--- config.mk ---
export PLATFORM = sky130hd
export DESIGN_NAME = cascaded_16bit_event_pwm_timer
export DESIGN_NICKNAME = d
export VERILOG_FILES = /design/src/timer_pkg.sv /design/src/cascaded_16bit_event_pwm_timer.sv
export SDC_FILE = /design/constraint.sdc
export NUM_CORES = 1
export LEC_CHECK = 0
export ABC_AREA = 0
export BUFFER_PORTS_ARGS = -buffer_cell sky130_fd_sc_hd__buf_4
export CAP_MARGIN = 20
export CORE_MARGIN = 4
export CORE_UTILIZATION = 50
export CTS_BUF_LIST = sky130_fd_sc_hd__clkbuf_4 sky130_fd_sc_hd__clkbuf_8 sky130_fd_sc_hd__clkbuf_16
export CTS_CLUSTER_DIAMETER = 150
export DETAILED_ROUTE_END_ITERATION = 8
export PLACE_DENSITY = 0.7
export SYNTH_ARGS = -nofsm -noshare
export SYNTH_HDL_FRONTEND = slang
export SYNTH_SLANG_ARGS = --single-unit
--- constraint.sdc ---
create_clock -name ref_clk_i -period 3.2 [get_ports ref_clk_i]
set_input_delay 0.48 -clock ref_clk_i [delete_from_list [all_inputs] [get_ports ref_clk_i]]
set_output_delay 0.48 -clock ref_clk_i [all_outputs]
set_load 0.005 [all_outputs]
--- src/timer_pkg.sv ---
// Constants for the cascaded 16-bit event/PWM timer
`default_nettype none
package timer_pkg;
    // Register byte offsets
    localparam logic [4:0] OFS_LOW_CTL  = 5'h00;
    localparam logic [4:0] OFS_HIGH_CTL = 5'h04;
    localparam logic [4:0] OFS_CMP_LO   = 5'h08;
    localparam logic [4:0] OFS_CMP_HI   = 5'h0C;
    localparam logic [4:0] OFS_PW_LO    = 5'h10;
    localparam logic [4:0] OFS_PW_HI    = 5'h14;
    localparam logic [4:0] OFS_COUNT    = 5'h18;
    // Low unit control fields
    localparam int SEL_LSB = 0;
    localparam int SEL_MSB = 2;
    localparam int DIVSEL_BIT = 3;
    // High unit control fields
    localparam int MODE_BIT = 0;
    localparam int RUN_BIT  = 3;
    localparam int INIT_BIT = 7;
    // Reset values and counter constants
    localparam logic [7:0]  CTL_RST   = 8'h00;
    localparam logic [15:0] CMP_RST   = 16'hFFFF;
    localparam logic [15:0] PW_RST    = 16'h0000;
    localparam logic [15:0] CNT_TOP   = 16'hFFFF;
    localparam logic [15:0] CNT_ONE   = 16'h0001;
    localparam logic [15:0] CNT_ZERO  = 16'h0000;
    // Source clock select codes
    localparam logic [2:0] SRC_SLOW  = 3'h0;
    localparam logic [2:0] SRC_DIV7  = 3'h1;
    localparam logic [2:0] SRC_DIV5  = 3'h2;
    localparam logic [2:0] SRC_DIV3  = 3'h3;
    localparam logic [2:0] SRC_FS    = 3'h4;
    localparam logic [2:0] SRC_DIV1  = 3'h5;
    localparam logic [2:0] SRC_FC    = 3'h6;
    localparam logic [2:0] SRC_EXT   = 3'h7;
    // Prescaler taps
    localparam int PRE_W = 11;
    localparam logic [10:0] PRE_11 = 11'h7FF;
    localparam logic [10:0] PRE_7  = 11'h07F;
    localparam logic [10:0] PRE_5  = 11'h01F;
    localparam logic [10:0] PRE_3  = 11'h007;
    localparam logic [10:0] PRE_1  = 11'h001;
    localparam logic [2:0]  FSDIV_TOP = 3'h7;
endpackage
`default_nettype wire

--- src/cascaded_16bit_event_pwm_timer.sv ---
// Cascaded 16-bit event counter / PWM timer with Avalon-MM register slave
//
// Overview of operation
// - Low and high units form one 16-bit counter counting event-pin falling edges.
// - Event mode, running: count reaching compare raises period request and clears.
// - After a match the counter continues from zero on later falling edges.
// - Compare register is unbuffered; writes apply at once, avoid while running.
// - PWM mode counts a selected internal clock or the event-pin clock.
// - PWM mode: count equal to pulse width inverts output flip-flop, no clear.
// - PWM overflow inverts flip-flop again, clears counter, raises period request.
// - Output flip-flop loads from initial-value bit; reset clears it to zero.
// - PWM pin is the inverse of the output flip-flop.
// - Pulse width written while running is buffered, loaded at period request.
// - Pulse width written while stopped becomes active immediately.
// - Reading pulse width returns the active value, old until next request.
// - Stopping holds the pin; initial bit changed only in a later write.
// - Clearing run bit stops; then clearing initial bit drives PWM pin high.
`timescale 1ns/1ns
`default_nettype none
module cascaded_16bit_event_pwm_timer
    import timer_pkg::*;
(
    // Clock and reset
    input  wire logic        ref_clk_i,
    input  wire logic        resetn_i,
    // Avalon-MM slave
    input  wire logic [4:0]  avs_address_i,
    input  wire logic        avs_read_i,
    input  wire logic        avs_write_i,
    input  wire logic [31:0] avs_writedata_i,
    input  wire logic [3:0]  avs_byteenable_i,
    output logic      [31:0] avs_readdata_o,
    output logic             avs_waitrequest_o,
    // Pins
    input  wire logic        event_in_i,
    input  wire logic        low_freq_clk_i,
    output logic             pwm_out_n_o,
    output logic             period_irq_o
);

    ////////////////////////////////////////////////////////////////////////
    // Pin synchronisers; the third stage only feeds edge detection
    logic ev_meta_r, ev_sync_r, ev_prev_r;
    logic fs_meta_r, fs_sync_r, fs_prev_r;
    logic ev_fall, fs_tick;

    // Two-flop sync; event pulses must stay one cycle wide to be seen
    always_ff @(posedge ref_clk_i)
    begin
        if (!resetn_i)
        begin
            ev_meta_r <= 1'b1;
            ev_sync_r <= 1'b1;
            ev_prev_r <= 1'b1;
            fs_meta_r <= 1'b0;
            fs_sync_r <= 1'b0;
            fs_prev_r <= 1'b0;
        end
        else
        begin
            ev_meta_r <= event_in_i;
            ev_sync_r <= ev_meta_r;
            ev_prev_r <= ev_sync_r;
            fs_meta_r <= low_freq_clk_i;
            fs_sync_r <= fs_meta_r;
            fs_prev_r <= fs_sync_r;
        end
    end

    assign ev_fall = ev_prev_r & ~ev_sync_r;
    assign fs_tick = fs_sync_r & ~fs_prev_r;

    ////////////////////////////////////////////////////////////////////////
    // Prescaler on the fast clock and divider on the slow clock
    logic [PRE_W-1:0] pre_r, pre_nxt;
    logic [2:0]       fsdiv_r, fsdiv_nxt;

    always_comb
    begin
        pre_nxt   = pre_r + 11'h001;
        fsdiv_nxt = fs_tick ? fsdiv_r + 3'h1 : fsdiv_r;
    end

    always_ff @(posedge ref_clk_i)
    begin
        if (!resetn_i)
        begin
            pre_r   <= '0;
            fsdiv_r <= '0;
        end
        else
        begin
            pre_r   <= pre_nxt;
            fsdiv_r <= fsdiv_nxt;
        end
    end

    ////////////////////////////////////////////////////////////////////////
    // Register state and timer core
    logic [7:0]  lowctl_r, lowctl_nxt;
    logic [7:0]  highctl_r, highctl_nxt;
    logic [15:0] cmp_r, cmp_nxt;
    logic [7:0]  pwlo_r, pwlo_nxt;
    logic [7:0]  pwhi_r, pwhi_nxt;
    logic [15:0] act_r, act_nxt;
    logic [15:0] cnt_r, cnt_nxt;
    logic        ff_r, ff_nxt;
    logic        pin_r, pin_nxt;
    logic        irq_r, irq_nxt;
    logic        wait_r, wait_nxt;
    logic [31:0] rdata_r, rdata_nxt;
    logic        wr_fire, run, pwm_mode, src_tick, tick;
    logic [2:0]  sel;
    logic [15:0] cnt_inc;

    assign run      = highctl_r[RUN_BIT];
    assign pwm_mode = highctl_r[MODE_BIT];
    assign sel      = lowctl_r[SEL_MSB:SEL_LSB];
    assign cnt_inc  = cnt_r + CNT_ONE;
    // Writes land on the edge where waitrequest is seen low
    assign wr_fire  = avs_write_i & ~wait_r & avs_byteenable_i[0];

    // Source clock selection for PWM mode
    always_comb
    begin
        case (sel)
            SRC_SLOW: src_tick = lowctl_r[DIVSEL_BIT] ? (fs_tick && fsdiv_r == FSDIV_TOP)
                                                      : (pre_r == PRE_11);
            SRC_DIV7: src_tick = (pre_r[6:0] == PRE_7[6:0]);
            SRC_DIV5: src_tick = (pre_r[4:0] == PRE_5[4:0]);
            SRC_DIV3: src_tick = (pre_r[2:0] == PRE_3[2:0]);
            SRC_FS:   src_tick = fs_tick;
            SRC_DIV1: src_tick = (pre_r[0] == PRE_1[0]);
            SRC_FC:   src_tick = 1'b1;
            default:  src_tick = ev_fall;
        endcase
        // Event counter mode always follows the event pin
        tick = pwm_mode ? src_tick : ev_fall;
    end

    // Register writes, counting and output flip-flop
    always_comb
    begin
        lowctl_nxt  = lowctl_r;
        highctl_nxt = highctl_r;
        cmp_nxt     = cmp_r;
        pwlo_nxt    = pwlo_r;
        pwhi_nxt    = pwhi_r;
        act_nxt     = act_r;
        cnt_nxt     = cnt_r;
        ff_nxt      = ff_r;
        irq_nxt     = 1'b0;
        if (wr_fire)
        begin
            case (avs_address_i)
                OFS_LOW_CTL:  lowctl_nxt = avs_writedata_i[7:0];
                OFS_HIGH_CTL:
                begin
                    highctl_nxt = avs_writedata_i[7:0];
                    // A write that stops the timer must not move the pin
                    if (!run)
                        ff_nxt = avs_writedata_i[INIT_BIT];
                end
                OFS_CMP_LO:   cmp_nxt[7:0]  = avs_writedata_i[7:0];
                OFS_CMP_HI:   cmp_nxt[15:8] = avs_writedata_i[7:0];
                OFS_PW_LO:    pwlo_nxt = avs_writedata_i[7:0];
                OFS_PW_HI:
                begin
                    pwhi_nxt = avs_writedata_i[7:0];
                    if (!run)
                        act_nxt = {avs_writedata_i[7:0], pwlo_r};
                end
                default: ;
            endcase
        end
        // Stopped counter sits at zero so a restart begins a full period
        if (!run)
            cnt_nxt = CNT_ZERO;
        else if (tick && !pwm_mode)
        begin
            if (cnt_inc == cmp_r)
            begin
                cnt_nxt = CNT_ZERO;
                irq_nxt = 1'b1;
            end
            else
                cnt_nxt = cnt_inc;
        end
        else if (tick)
        begin
            if (cnt_r == CNT_TOP)
            begin
                // Reload can race a software write; the buffer value wins as it stood
                cnt_nxt = CNT_ZERO;
                ff_nxt  = ~ff_r;
                irq_nxt = 1'b1;
                act_nxt = {pwhi_r, pwlo_r};
            end
            else
            begin
                cnt_nxt = cnt_inc;
                if (cnt_inc == act_r)
                    ff_nxt = ~ff_r;
            end
        end
        pin_nxt = ~ff_nxt;
    end

    // Avalon-MM: one wait cycle, read data prepared while waitrequest is high
    always_comb
    begin
        wait_nxt  = 1'b1;
        rdata_nxt = rdata_r;
        if ((avs_read_i || avs_write_i) && wait_r)
        begin
            wait_nxt  = 1'b0;
            rdata_nxt = 32'h0000_0000;
            case (avs_address_i)
                OFS_LOW_CTL:  rdata_nxt[7:0]  = lowctl_r;
                OFS_HIGH_CTL: rdata_nxt[7:0]  = highctl_r;
                OFS_CMP_LO:   rdata_nxt[7:0]  = cmp_r[7:0];
                OFS_CMP_HI:   rdata_nxt[7:0]  = cmp_r[15:8];
                OFS_PW_LO:    rdata_nxt[7:0]  = act_r[7:0];
                OFS_PW_HI:    rdata_nxt[7:0]  = act_r[15:8];
                OFS_COUNT:    rdata_nxt[15:0] = cnt_r;
                default: ;
            endcase
        end
    end

    always_ff @(posedge ref_clk_i)
    begin
        if (!resetn_i)
        begin
            lowctl_r  <= CTL_RST;
            highctl_r <= CTL_RST;
            cmp_r     <= CMP_RST;
            pwlo_r    <= PW_RST[7:0];
            pwhi_r    <= PW_RST[15:8];
            act_r     <= PW_RST;
            cnt_r     <= CNT_ZERO;
            ff_r      <= 1'b0;
            pin_r     <= 1'b1;
            irq_r     <= 1'b0;
            wait_r    <= 1'b1;
            rdata_r   <= 32'h0000_0000;
        end
        else
        begin
            lowctl_r  <= lowctl_nxt;
            highctl_r <= highctl_nxt;
            cmp_r     <= cmp_nxt;
            pwlo_r    <= pwlo_nxt;
            pwhi_r    <= pwhi_nxt;
            act_r     <= act_nxt;
            cnt_r     <= cnt_nxt;
            ff_r      <= ff_nxt;
            pin_r     <= pin_nxt;
            irq_r     <= irq_nxt;
            wait_r    <= wait_nxt;
            rdata_r   <= rdata_nxt;
        end
    end

    assign avs_readdata_o    = rdata_r;
    assign avs_waitrequest_o = wait_r;
    assign pwm_out_n_o       = pin_r;
    assign period_irq_o      = irq_r;
endmodule
`default_nettype wire

==> Word level (Yosys, flattened, before mapping) <==
Cells that the tools add are included.
{ "totals": {"ff_bits": 120, "in_bits": 47, "out_inout_bits": 35, "wordCells": 97} }
{ "op_classes": {"addsub": 3, "n_eq_ne": 20, "n_mux": 29, "n_bitwise": 9, "reduce_logical": 15} }
{ "op_table": {"columns": ["op", "n"], "rows": [
  ["two-way mux 16 bit", 11],
  ["one-hot mux 8 bit (7 select lines)", 1],
  ["== test 16 bit", 2],
  ["== test 5 bit (second input constant)", 4],
  ["adder 16 x 1 -> 16 bit (second input constant)", 1],
  ["== test 16 bit (second input constant)", 1],
  ["== test 3 bit (second input constant)", 5],
  ["two-way mux 1 bit", 15],
  ["AND reduction 2 bit", 7],
  ["adder 11 x 1 -> 11 bit (second input constant)", 1],
  ["== test 11 bit (second input constant)", 1],
  ["== test 5 x 4 -> 1 bit (second input constant)", 2],
  ["two-way mux 8 bit", 1],
  ["== test 7 bit (second input constant)", 1],
  ["one-hot mux 1 bit (7 select lines)", 1],
  ["== test 3 x 2 -> 1 bit (second input constant)", 2],
  ["== test 5 x 3 -> 1 bit (second input constant)", 1],
  ["logical NOT 5 bit", 1],
  ["NOT 1 bit", 5],
  ["bitwise AND 1 bit", 4],
  ["adder 3 x 1 -> 3 bit (second input constant)", 1],
  ["== test 3 x 1 -> 1 bit (second input constant)", 1],
  ["logical AND 1 bit", 3],
  ["logical NOT 3 bit", 1],
  ["3 further kinds", 3]
]} }

==> Depth between registers and ports, before layout <==
Gate-level depths: netlist of the first run.
{ "depth": {"ltp_word": 10, "depth_mapped": 11, "depth_no_buf": 10} }

==> Worst setup path before layout of the first run <==
No wires, ideal clock.
{ "synth_path": {"path_kind": "register to register", "start": "register cnt_r[1]", "end": "register ff_r", "setup_time_ps": 119, "t_arrival_ps": 2559, "required_ps": 3081, "setup_slack_ps": 523, "path_stages_with_launch": 10, "n_path_buf": 0, "synth_period_minus_slack_ps": 2677, "path_cell_list": "dfxtp_1 -> ha_1 -> nand3_1 -> nor2_4 -> and3_1 -> xnor2_1 -> nor2_1 -> or4_1 -> o41a_1 -> o221a_1"} }
{ "synth_via": {"elab_chain_len": 7, "elab_cells_between_ends": 8, "cone_classes": "1 x add/sub; 2 x eq/ne; 5 x mux"} }
{ "synth_rtl": {"columns": ["item", "line_no", "rtl"], "rows": [
  ["start, declared", "cascaded_16bit_event_pwm_timer.sv:106", "logic [15:0] cnt_r, cnt_nxt;"],
  ["start signal, assigned", "cascaded_16bit_event_pwm_timer.sv:256", "cnt_r <= cnt_nxt;"],
  ["adder 16 x 1 -> 16 bit", "cascaded_16bit_event_pwm_timer.sv:119", "assign cnt_inc = cnt_r + CNT_ONE;"],
  ["== test 16 bit", "cascaded_16bit_event_pwm_timer.sv:202", "if (cnt_inc == act_r)"],
  ["two-way mux 1 bit", "cascaded_16bit_event_pwm_timer.sv:202", null],
  ["two-way mux 1 bit (*)", "cascaded_16bit_event_pwm_timer.sv:191", "if (cnt_r == CNT_TOP)"],
  ["two-way mux 1 bit (*)", "cascaded_16bit_event_pwm_timer.sv:189", "else if (tick)"],
  ["two-way mux 1 bit (*)", "cascaded_16bit_event_pwm_timer.sv:179", "else if (tick && !pwm_mode)"],
  ["two-way mux 1 bit (*)", "cascaded_16bit_event_pwm_timer.sv:177", "if (!run)"],
  ["end signal, assigned", "cascaded_16bit_event_pwm_timer.sv:257", "ff_r <= ff_nxt;"],
  ["end, declared", "cascaded_16bit_event_pwm_timer.sv:107", "logic ff_r, ff_nxt;"]
]} }
Every way passes the cells marked *; elsewhere a longest branch is shown, timed or not.
A chain may end at the register's enable or synchronous reset.

==> Worst setup path after layout of the first run <==
{ "layout_path": {"start": "register pre_r[0]", "end": "register pin_r (netlist: pwm_out_n_o)"} }
{ "layout_via": {"elab_chain_len": 8, "elab_cells_between_ends": 12, "cone_classes": "4 x eq/ne; 6 x mux; 1 x bitwise; 1 x reduce/logical"} }
{ "layout_rtl": {"columns": ["item", "line_no", "rtl"], "rows": [
  ["start, declared", "cascaded_16bit_event_pwm_timer.sv:75", "logic [PRE_W-1:0] pre_r, pre_nxt;"],
  ["start signal, assigned", "cascaded_16bit_event_pwm_timer.sv:93", "pre_r <= pre_nxt;"],
  ["== test 11 bit", "cascaded_16bit_event_pwm_timer.sv:128", ": (pre_r == PRE_11);"],
  ["two-way mux 1 bit", "cascaded_16bit_event_pwm_timer.sv:127", "SRC_SLOW: src_tick = lowctl_r[DIVSEL_BIT] ? (fs_tick && fsdiv_r == FSDIV_TOP)"],
  ["one-hot mux 1 bit (7 select lines) (*)", "cascaded_16bit_event_pwm_timer.sv:126", "case (sel)"],
  ["two-way mux 1 bit (*)", "cascaded_16bit_event_pwm_timer.sv:138", "tick = pwm_mode ? src_tick : ev_fall;"],
  ["two-way mux 1 bit or logical AND 1 bit (tied branches)", "cascaded_16bit_event_pwm_timer.sv:189, cascaded_16bit_event_pwm_timer.sv:179", null],
  ["two-way mux 1 bit (*)", "cascaded_16bit_event_pwm_timer.sv:179", null],
  ["two-way mux 1 bit (*)", "cascaded_16bit_event_pwm_timer.sv:177", null],
  ["NOT 1 bit (*)", "cascaded_16bit_event_pwm_timer.sv:206", "pin_nxt = ~ff_nxt;"],
  ["end signal, assigned", "cascaded_16bit_event_pwm_timer.sv:258", "pin_r <= pin_nxt;"],
  ["end, declared", "cascaded_16bit_event_pwm_timer.sv:108", "logic pin_r, pin_nxt;"]
]} }
Marked as above.

==> flow_metrics.tcl, run 1 <==
set metrics [dict create \
    initial_core_util_pct 50.9 \
    total_power_mw 3.56 \
    viasPerCell 5.97 \
    grt_pass1_wl_um 29400 \
    fin_crit_ps 3040 \
    hold_class "in2reg" \
    areaGrowthSynthToFinish_pct 17.9 \
    drv_cap 0 \
    synthArstFlopShare_pct 0 \
    ctsLongestPathBuffers 2 \
    drive_gt1_share_pct 19.4 \
    cts.sinks 120 \
    antenna_found_initial 0 \
    die_x_um 121 \
    syn_avg_cell_area_um2 8.92 \
    wl_met1_um 7900 \
    path_clk_slew_ps 60 \
    core_area_um2 12600 \
    antenna_cells 0 \
    grt_use_total_pct 25.9 \
    placementRows 41 \
    yosys_warnings 0 \
    p_int_mw 2.71 \
    gp_congestion 0.951 \
    final_util_pct 60.0 \
    power.share.combinational_pct 3.9 \
    powerDensity_nw_per_um2 471 \
    fin_skew_ps 7.59 \
    ys_types 71 \
    dr_wl_met2_um 8680 \
    finalSetupViolCount 0 \
    ioPinCount 82 \
    p_leak_nw 2.92 \
    drt-total-wl_um 18800 \
    final_nets 822 \
    status "finished clean" \
    overflow 0 \
    vias 5698 \
    fmax_mhz 329 \
    ant_nets 0 \
    ctsHtreeMaxLevel 4 \
    met3_length_um 1530 \
    synth_edf_count 0 \
    cts_tree "built" \
    top_layer_used "met4" \
    grt_max_degree 45 \
    critPathKind "reg2reg" \
    drcViolationCount 0 \
    cts_setup_buffers 0 \
    netlist_area_um2 6420 \
    first_pass_iters 6 \
    wl_per_cell_um 19.7 \
    detail_route.iter0.violations 626 \
    grt_pass1_vias 5509 \
    clock_power_share_pct 53.7 \
    final-max-slew-violation-count 0 \
    hold_viol 0 \
    cp.arrival_ps 3310 \
    post-route-period-util_pct 95.1 \
    p_sw_share_pct 23.9 \
    relSlewSlack_pct 29.0 \
    p_switching_uw 851 \
    place_hpwl_um 14000 \
    clkLatencyLatePin_ps 410 \
    synthCells 720 \
    die_y_um 121 \
    tightest_slew_ps 1060 \
    portBuffers 38 \
    crit_path_end_kind "flop" \
    numCtsBuffers 17 \
    cp_max_fo 7 \
    peakVddDrop_mv 0.556 \
    p_seq_share_pct 42.4 \
    cp.required_ps 3460 \
    die_area_um2 14700 \
    clockRootBuffer "clkbuf_16" \
    startpoint_type "flop" \
    yosysSeqAreaShare_pct 37.4 \
    synth_flop_cell "dfxtp_1" \
    synth_seq_cells 120 \
]
[logic make-up after synthesis]
logic type | synth area share [%]
compound gates | 13.5
xor+xnor | 5.53
fa+ha+maj | 1.17
buf+inv | 5.57
flops | 37.4
mux | 14.8
other cells | 0.0584
simple gates | 21.9
[sequential cells by signal (all words and copies together), names as in the netlist]
register           cells
act_r                 16
avs_readdata_o        16
cmp_r                 16
cnt_r                 16
pre_r                 11
highctl_r              8
lowctl_r               8
pwhi_r                 8
pwlo_r                 8
fsdiv_r                3
avs_waitrequest_o      1
ev_meta_r              1
ev_prev_r              1
ev_sync_r              1
ff_r                   1
fs_meta_r              1
fs_prev_r              1
fs_sync_r              1
period_irq_o           1
pwm_out_n_o            1
[routing by layer]
metal	vias up	track usage, %
met5	-	0
met2	251	40.6
met3	52	6.39
li1	2677	-
met4	0	12.3
met1	2718	33.5
[worst paths after layout]
path / start / end / slack [ps] / cells after the start
worst max register to register: pre_r[0]$_SDFF_PN0_ / pwm_out_n_o$_SDFF_PN1_ / 160 / 11
worst min-delay path: event_in_i / ev_meta_r$_SDFF_PN1_ / 260 / 2
worst max-delay path: pre_r[0]$_SDFF_PN0_ / pwm_out_n_o$_SDFF_PN1_ / 160 / 11
worst min register to register: ev_meta_r$_SDFF_PN1_ / ev_sync_r$_SDFF_PN1_ / 420 / 1
[layout make-up]
cell class	count	area, um2
multi-input combinational	544	3730
inverter	7	26.3
clock inverter	15	169
fill	1118	5050
timing repair buffer	79	606
tap	172	215
clock buffer	17	425
sequential	120	2400
[repair_timing]
action                                  in CTS  in global routing
endpoints found under the setup margin       0                  2
resized for setup                            0                  1
hold buffers                                 0                  0
[cells in the mapped netlist, types with 4 or more instances]
cell	number	area, um2
dfxtp_1	120	2400
nor2_1	95	357
mux2i_1	67	671
nand2_1	58	218
a21oi_1	29	145
nand3_1	29	145
clkbuf_1	26	97.6
xnor2_1	21	184
buf_4	20	150
xor2_1	15	131
a211oi_1	13	97.6
buf_2	13	65.1
and2_1	11	68.8
mux2_2	11	124
nor3_1	10	50.1
and3_1	9	56.3
nor4_1	9	56.3
a21o_1	8	60.1
o21ai_0	8	40.0
a222oi_1	7	70.1
inv_1	7	26.3
mux4_2	7	158
ha_1	6	75.1
nand2b_1	6	37.5
nand4_1	6	37.5
nor3b_1	6	45.0
or4_1	6	45.0
buf_1	5	18.8
or2_2	5	31.3
a32oi_1	4	35.0
nand3b_1	4	30.0
nand4b_1	4	35.0
o2111ai_1	4	35.0
o211ai_1	4	30.0
o31ai_1	4	30.0
[power groups by stage]
stage	clock network [mW]	logic (mW)	registers (mW)
floorplan	0	0.0907	1.54
global placement	0	0.130	1.54
detailed placement	0	0.135	1.54
CTS	1.93	0.135	1.51
global route	2.00	0.149	1.51
finish	1.91	0.138	1.51
[placed cells by master (no fill, tap or decap), types with 5 or more instances in the layout]
cell         n
a211oi_1    13
a21o_1       8
a21oi_1     29
a222oi_1     7
and2_1      11
and3_1       9
buf_4       78
clkbuf_16   17
clkinv_4     5
conb_1      16
dfxtp_1    120
ha_1         6
inv_1        6
mux2_2      11
mux2i_1     67
mux4_2       7
nand2_1     58
nand2b_1     6
nand3_1     29
nand4_1      6
nor2_1      95
nor3_1      10
nor3b_1      6
nor4_1       9
o21ai_0      8
or2_2        5
or4_1        6
xnor2_1     21
xor2_1      15
[critical path: stages (launching register included)]
cell,delay [ps]
dfxtp_1,390
ha_1,210
and3_1,160
ha_1,140
mux2_2,140
a221oi_1,110
a31oi_4,310
nand2_1,80
or4_1,590
o41ai_2,470
buf_4,180
o221ai_1,90
[through the flow]
step	setup slack [ps]	TNS (ps)	std cells	hold WS (ps)	instance area, um2
global route	-2.18	-2.18	954	257	7570
floorplan	523	0	735	386	6480
CTS	112	0	954	256	7560
detailed placement	137	0	922	408	6970
finish	156	0	954	260	7570
global placement	185	0	922	399	6970
No activity file was read; power rests on OpenSTA's default activity.
==> run 2: changes to the inputs <==
--- a/config.mk
+++ b/config.mk
@@ -6,14 +6,13 @@
 export NUM_CORES = 1
 export LEC_CHECK = 0
 export ABC_AREA = 0
-export BUFFER_PORTS_ARGS = -buffer_cell sky130_fd_sc_hd__buf_4
 export CAP_MARGIN = 20
 export CORE_MARGIN = 4
 export CORE_UTILIZATION = 50
 export CTS_BUF_LIST = sky130_fd_sc_hd__clkbuf_4 sky130_fd_sc_hd__clkbuf_8 sky130_fd_sc_hd__clkbuf_16
 export CTS_CLUSTER_DIAMETER = 150
 export DETAILED_ROUTE_END_ITERATION = 8
-export PLACE_DENSITY = 0.7
+export DONT_BUFFER_PORTS = 1
 export SYNTH_ARGS = -nofsm -noshare
 export SYNTH_HDL_FRONTEND = slang
 export SYNTH_SLANG_ARGS = --single-unit
==> run 2 against run 1 <==
Effect of this change: utilization decreased by 1.6 points; die area stayed put; global-route usage rose by 0.44 points; critical path depth is 2 lower; clock power up 10%; wire length increased by 0.15%; sequential share of layout area is 0.87 points higher; via count decreased by 4.4%; critical path type unchanged; critical endpoint is now cnt_r[4]$_SDFFE_PN0P_; largest cell class unchanged; largest power group unchanged.
==> flow_metrics.tcl, run 2 (synthesis gave the netlist of run 1 again) <==
set metrics [dict create \
    grt_pass1_wl_um 29700 \
    total_power_mw 3.71 \
    wl_per_cell_um 20.4 \
    placementRows 41 \
    status "finished clean" \
    place_hpwl_um 14000 \
    rsz0062_at_grt "no" \
    first_pass_iters 6 \
    areaGrowthSynthToFinish_pct 14.7 \
    cts_setup_buffers 0 \
    final_cell_mix "120 x dfxtp_1, 95 x nor2_1, 67 x mux2i_1" \
    hold_viol 0 \
    viasPerCell 5.91 \
    cts_tree "built" \
    initial_core_util_pct 50.9 \
    grt_pass1_vias 5427 \
    final-max-slew-violation-count 0 \
    grt_max_degree 47 \
    ioPinCount 82 \
    path_clk_slew_ps 60 \
    overflow 0 \
    setup_tns_ps 0 \
    relSlewSlack_pct 46.3 \
    final_common_cell "dfxtp_1" \
    cp.required_ps 3520 \
    drcViolationCount 0 \
    antenna_cells 0 \
    cts.sinks 120 \
    fmax_mhz 332 \
    cp_max_fo 15 \
    portBuffers 0 \
    die_y_um 121 \
    clkLatencyLatePin_ps 430 \
    crit_path_end_kind "flop" \
    vias 5446 \
    cp.arrival_ps 3330 \
    gp_congestion 1.00 \
    cts_hold_buffers 0 \
    critPathKind "reg2reg" \
    cts_resized 0 \
    drt-total-wl_um 18800 \
    startpoint_type "flop" \
    final.fill_count 1165 \
    powerDensity_nw_per_um2 503 \
    die_area_um2 14700 \
    core_area_um2 12600 \
    clockRootBuffer "clkbuf_16" \
    peakVddDrop_mv 0.476 \
    post-route-period-util_pct 94.2 \
    ctsLongestPathBuffers 2 \
    detail_route.iter0.violations 510 \
    p_leak_nw 2.79 \
    drive_gt1_share_pct 15.9 \
    finalSetupViolCount 0 \
    tightest_slew_ps 801 \
    ctsHtreeMaxLevel 4 \
    grt_use_total_pct 26.4 \
    numCtsBuffers 17 \
    fin_crit_ps 3010 \
    hold_class "in2reg" \
    drv_cap 0 \
    antenna_found_initial 0 \
    fin_skew_ps 16.5 \
    final_nets 790 \
    ant_nets 0 \
    die_x_um 121 \
]
## run 2: changes by cell type in the layout (fill, tap and decap cells not counted)
cell,delta
inv_8,-1
o41ai_2,-1
clkbuf_8,+3
buf_4,-31
bufinv_16,+2
buf_12,-1
clkinvlp_4,-3
o41ai_1,+1
inv_6,+1
clkinv_4,-2
## run 2: worst max-delay path, cell delays in order (launching register included)
cell and delay, ps:
dfxtp_1 510, nand4_1 260, or4_1 620, xor2_1 340, xor2_1 240, nand3_1 140, o31ai_2 260, buf_4 260
o31ai_1 90, a21o_1 190
## run 2: worst paths after layout
kind                                            start                endpoint  slack [ps]  cells past startpoint
worst min-delay path                         resetn_i  cmp_r[15]$_SDFFE_PN1P_         130                      1
worst min register to register   ev_meta_r$_SDFF_PN1_    ev_sync_r$_SDFF_PN1_         410                      1
worst max-delay path            cnt_r[5]$_SDFFE_PN0P_   cnt_r[4]$_SDFFE_PN0P_         190                      9
worst max register to register  cnt_r[5]$_SDFFE_PN0P_   cnt_r[4]$_SDFFE_PN0P_         190                      9
## run 2: report_power, final
group | internal, mW | switching (mW) | leakage (nW)
Clock | 1.38 | 0.737 | 0.322
Sequential | 1.50 | 0.00661 | 0.969
Combinational | 0.0314 | 0.0526 | 1.50
Total | 2.91 | 0.797 | 2.79
## run 2: routing by layer
layer,global-route usage [%],vias to the layer above,wire length [um]
met2,44.6,185,9170
met1,32.3,2621,7910
met3,5.87,35,1160
li1,-,2605,-
met4,10.9,0,584
met5,0,-,0
## run 2: area by class of cell
cell class | instances | area (um2) | area share [%]
multi-input cells | 544 | 3720 | 50.5
flip-flops and latches | 120 | 2400 | 32.6
clock buffers | 20 | 467 | 6.33
repair buffers | 47 | 353 | 4.79
well taps | 172 | 215 | 2.92
clock inverters | 12 | 186 | 2.53
inverters | 7 | 26.3 | 0.357
## run 2: per-stage QoR
| step | std cells | area [um2] | worst slack, ps | util (%) | hold WS [ps] |
|---|---|---|---|---|---|
| after CTS | 921 | 7360 | 200 | 58.3 | 107 |
| final | 922 | 7370 | 186 | 58.4 | 134 |
| after global placement | 889 | 6710 | 192 | 53.2 | 394 |
| after global routing | 922 | 7370 | 48.1 | 58.4 | 114 |
| after detailed placement | 889 | 6710 | 220 | 53.2 | 398 |
| after floorplan | 735 | 6480 | 523 | - | 386 |
==> run 3: changes to the inputs <==
--- a/config.mk
+++ b/config.mk
@@ -13,6 +13,7 @@
 export CTS_CLUSTER_DIAMETER = 150
 export DETAILED_ROUTE_END_ITERATION = 8
 export DONT_BUFFER_PORTS = 1
+export PLACE_DENSITY = 0.74
 export SYNTH_ARGS = -nofsm -noshare
 export SYNTH_HDL_FRONTEND = slang
 export SYNTH_SLANG_ARGS = --single-unit
==> run 3 against run 2 <==
Effect of this change: sequential power barely moved; utilization fell by 0.63 points; global-route usage fell by 1.9 points; first-iteration DRC count rose by 15%; worst setup slack improved by 28 ps; sequential share of layout area rose by 0.36 points; power fell by 2.4%; cell count fell by 1.2%; cell area fell by 1.1%; critical path type unchanged; via count rose by 0.37%; flip-flop and latch count did not move; worst hold slack got worse by 5.6 ps.
==> flow_metrics.tcl, run 3 (synthesis gave the netlist of run 1 again) <==
set metrics [dict create \
    cpPeakStageDelay_ps 550 \
    critPathKind "reg2reg" \
    drive_gt1_share_pct 14.9 \
    pre_cts_slack_ps 107 \
    fin_skew_ps 6.02 \
    worst-r2r-cell-count 7 \
    final_cell_mix "120 x dfxtp_1, 94 x nor2_1, 67 x mux2i_1" \
    post-route-period-util_pct 93.3 \
    hold_viol 0 \
    place_hpwl_um 13100 \
    rsz0062_at_grt "no" \
    crit_family "simple AND/OR/NAND/NOR gates" \
    final_util_pct 57.8 \
    clkLatencyLatePin_ps 420 \
    antenna_found_initial 0 \
    setup_tns_ps 0 \
    vias 5466 \
    hold_ws_ps 129 \
    cp.buffers_inverters 0 \
    cp.arrival_ps 3290 \
    peakVddDrop_mv 0.451 \
    worst_slack_ps 214 \
    placementRows 41 \
    cts.sinks 120 \
    fin_crit_ps 2990 \
    finalSetupViolCount 0 \
    ant_nets 0 \
    grt_pass1_wl_um 27900 \
    hold_class "in2reg" \
    initial_core_util_pct 50.9 \
    path_clk_slew_ps 50 \
    powerDensity_nw_per_um2 497 \
    tightest_slew_ps 968 \
    detail_route.iter0.violations 585 \
    rrSetupSlack_ps 210 \
    die_area_um2 14700 \
    grt_pass1_vias 5278 \
    critPathSlowestCell "dfxtp_1" \
    core_area_um2 12600 \
    cp.required_ps 3510 \
    fmax_mhz 335 \
    crit_chain "and4_1 > nand3_2 > xor2_2 > xnor2_1 > or4_1 > o41a_1 > o221a_1" \
    final_common_cell "dfxtp_1" \
    antenna_cells 0 \
    hold_depth 1 \
    numCtsBuffers 17 \
    ctsHtreeMaxLevel 4 \
    gp_congestion 1.01 \
    cts_hold_buffers 0 \
    areaGrowthSynthToFinish_pct 13.5 \
    relSlewSlack_pct 35.0 \
    final_nets 779 \
    viasPerCell 6.00 \
    overflow 0 \
    status "finished clean" \
    first_pass_iters 6 \
    startpoint_type "flop" \
    drt-total-wl_um 17400 \
    grt_max_degree 41 \
    clockRootBuffer "clkbuf_16" \
    ioPinCount 82 \
    die_x_um 121 \
    drv_cap 0 \
    grt_use_total_pct 24.5 \
    crit_path_end_kind "flop" \
    portBuffers 0 \
    cts_tree "built" \
    wl_per_cell_um 19.1 \
    die_y_um 121 \
    cp_max_fo 11 \
    placed_cells 879 \
    final-max-slew-violation-count 0 \
    drcViolationCount 0 \
    worst-path-stages 7 \
    ctsLongestPathBuffers 2 \
    p_leak_nw 2.73 \
    stdcell_count 911 \
]
-- run 3: area by class of cell --
cell class	instances	area, um2
fill	1108	5330
multi-input combinational	544	3730
sequential	120	2400
clock buffer	21	462
timing repair buffer	36	283
tap	172	215
clock inverter	11	171
inverter	7	26.3
-- run 3: metrics by stage --
| stage | cell area, um2 | total power [mW] |
|---|---|---|
| 2_1_floorplan | 6480 | 1.63 |
| 6_report | 7290 | 3.62 |
| 5_1_grt | 7290 | 3.72 |
| 4_1_cts | 7280 | 3.64 |
| 3_5_place_dp | 6650 | 1.62 |
| 3_3_place_gp | 6650 | 1.62 |
-- run 3: worst register-to-register path: stages (launching register included) --
cell	delay (ps)
dfxtp_1	550
and4_1	450
nand3_2	170
xor2_2	350
xnor2_1	100
or4_1	540
o41a_1	460
o221a_1	250
-- run 3: path summary, 6_finish.rpt --
path / end / from
worst min-delay path: cmp_r[11]$_SDFFE_PN1P_ / resetn_i
worst min register to register: ev_sync_r$_SDFF_PN1_ / ev_meta_r$_SDFF_PN1_
worst max register to register: ff_r$_SDFF_PN0_ / cnt_r[4]$_SDFFE_PN0P_
worst max-delay path: ff_r$_SDFF_PN0_ / cnt_r[4]$_SDFFE_PN0P_
-- run 3: report_power, final --
part | switching (mW) | internal [mW] | total [mW]
Combinational | 0.0508 | 0.0288 | 0.0796
Clock | 0.679 | 1.35 | 2.03
Sequential | 0.00756 | 1.51 | 1.51
-- run 3: metal layers --
metal	GRT usage, %	wire length (um)	vias up
li1	-	-	2588
met2	38.3	8230	247
met3	7.41	1540	45
met4	9.59	576	0
met5	0	0	-
met1	31.5	7060	2586
-- run 3: repair_timing --
action,CTS,global route
gates resized for setup,0,2
setup endpoints to repair,0,4
hold endpoints to repair,0,0
buffers inserted,0,0
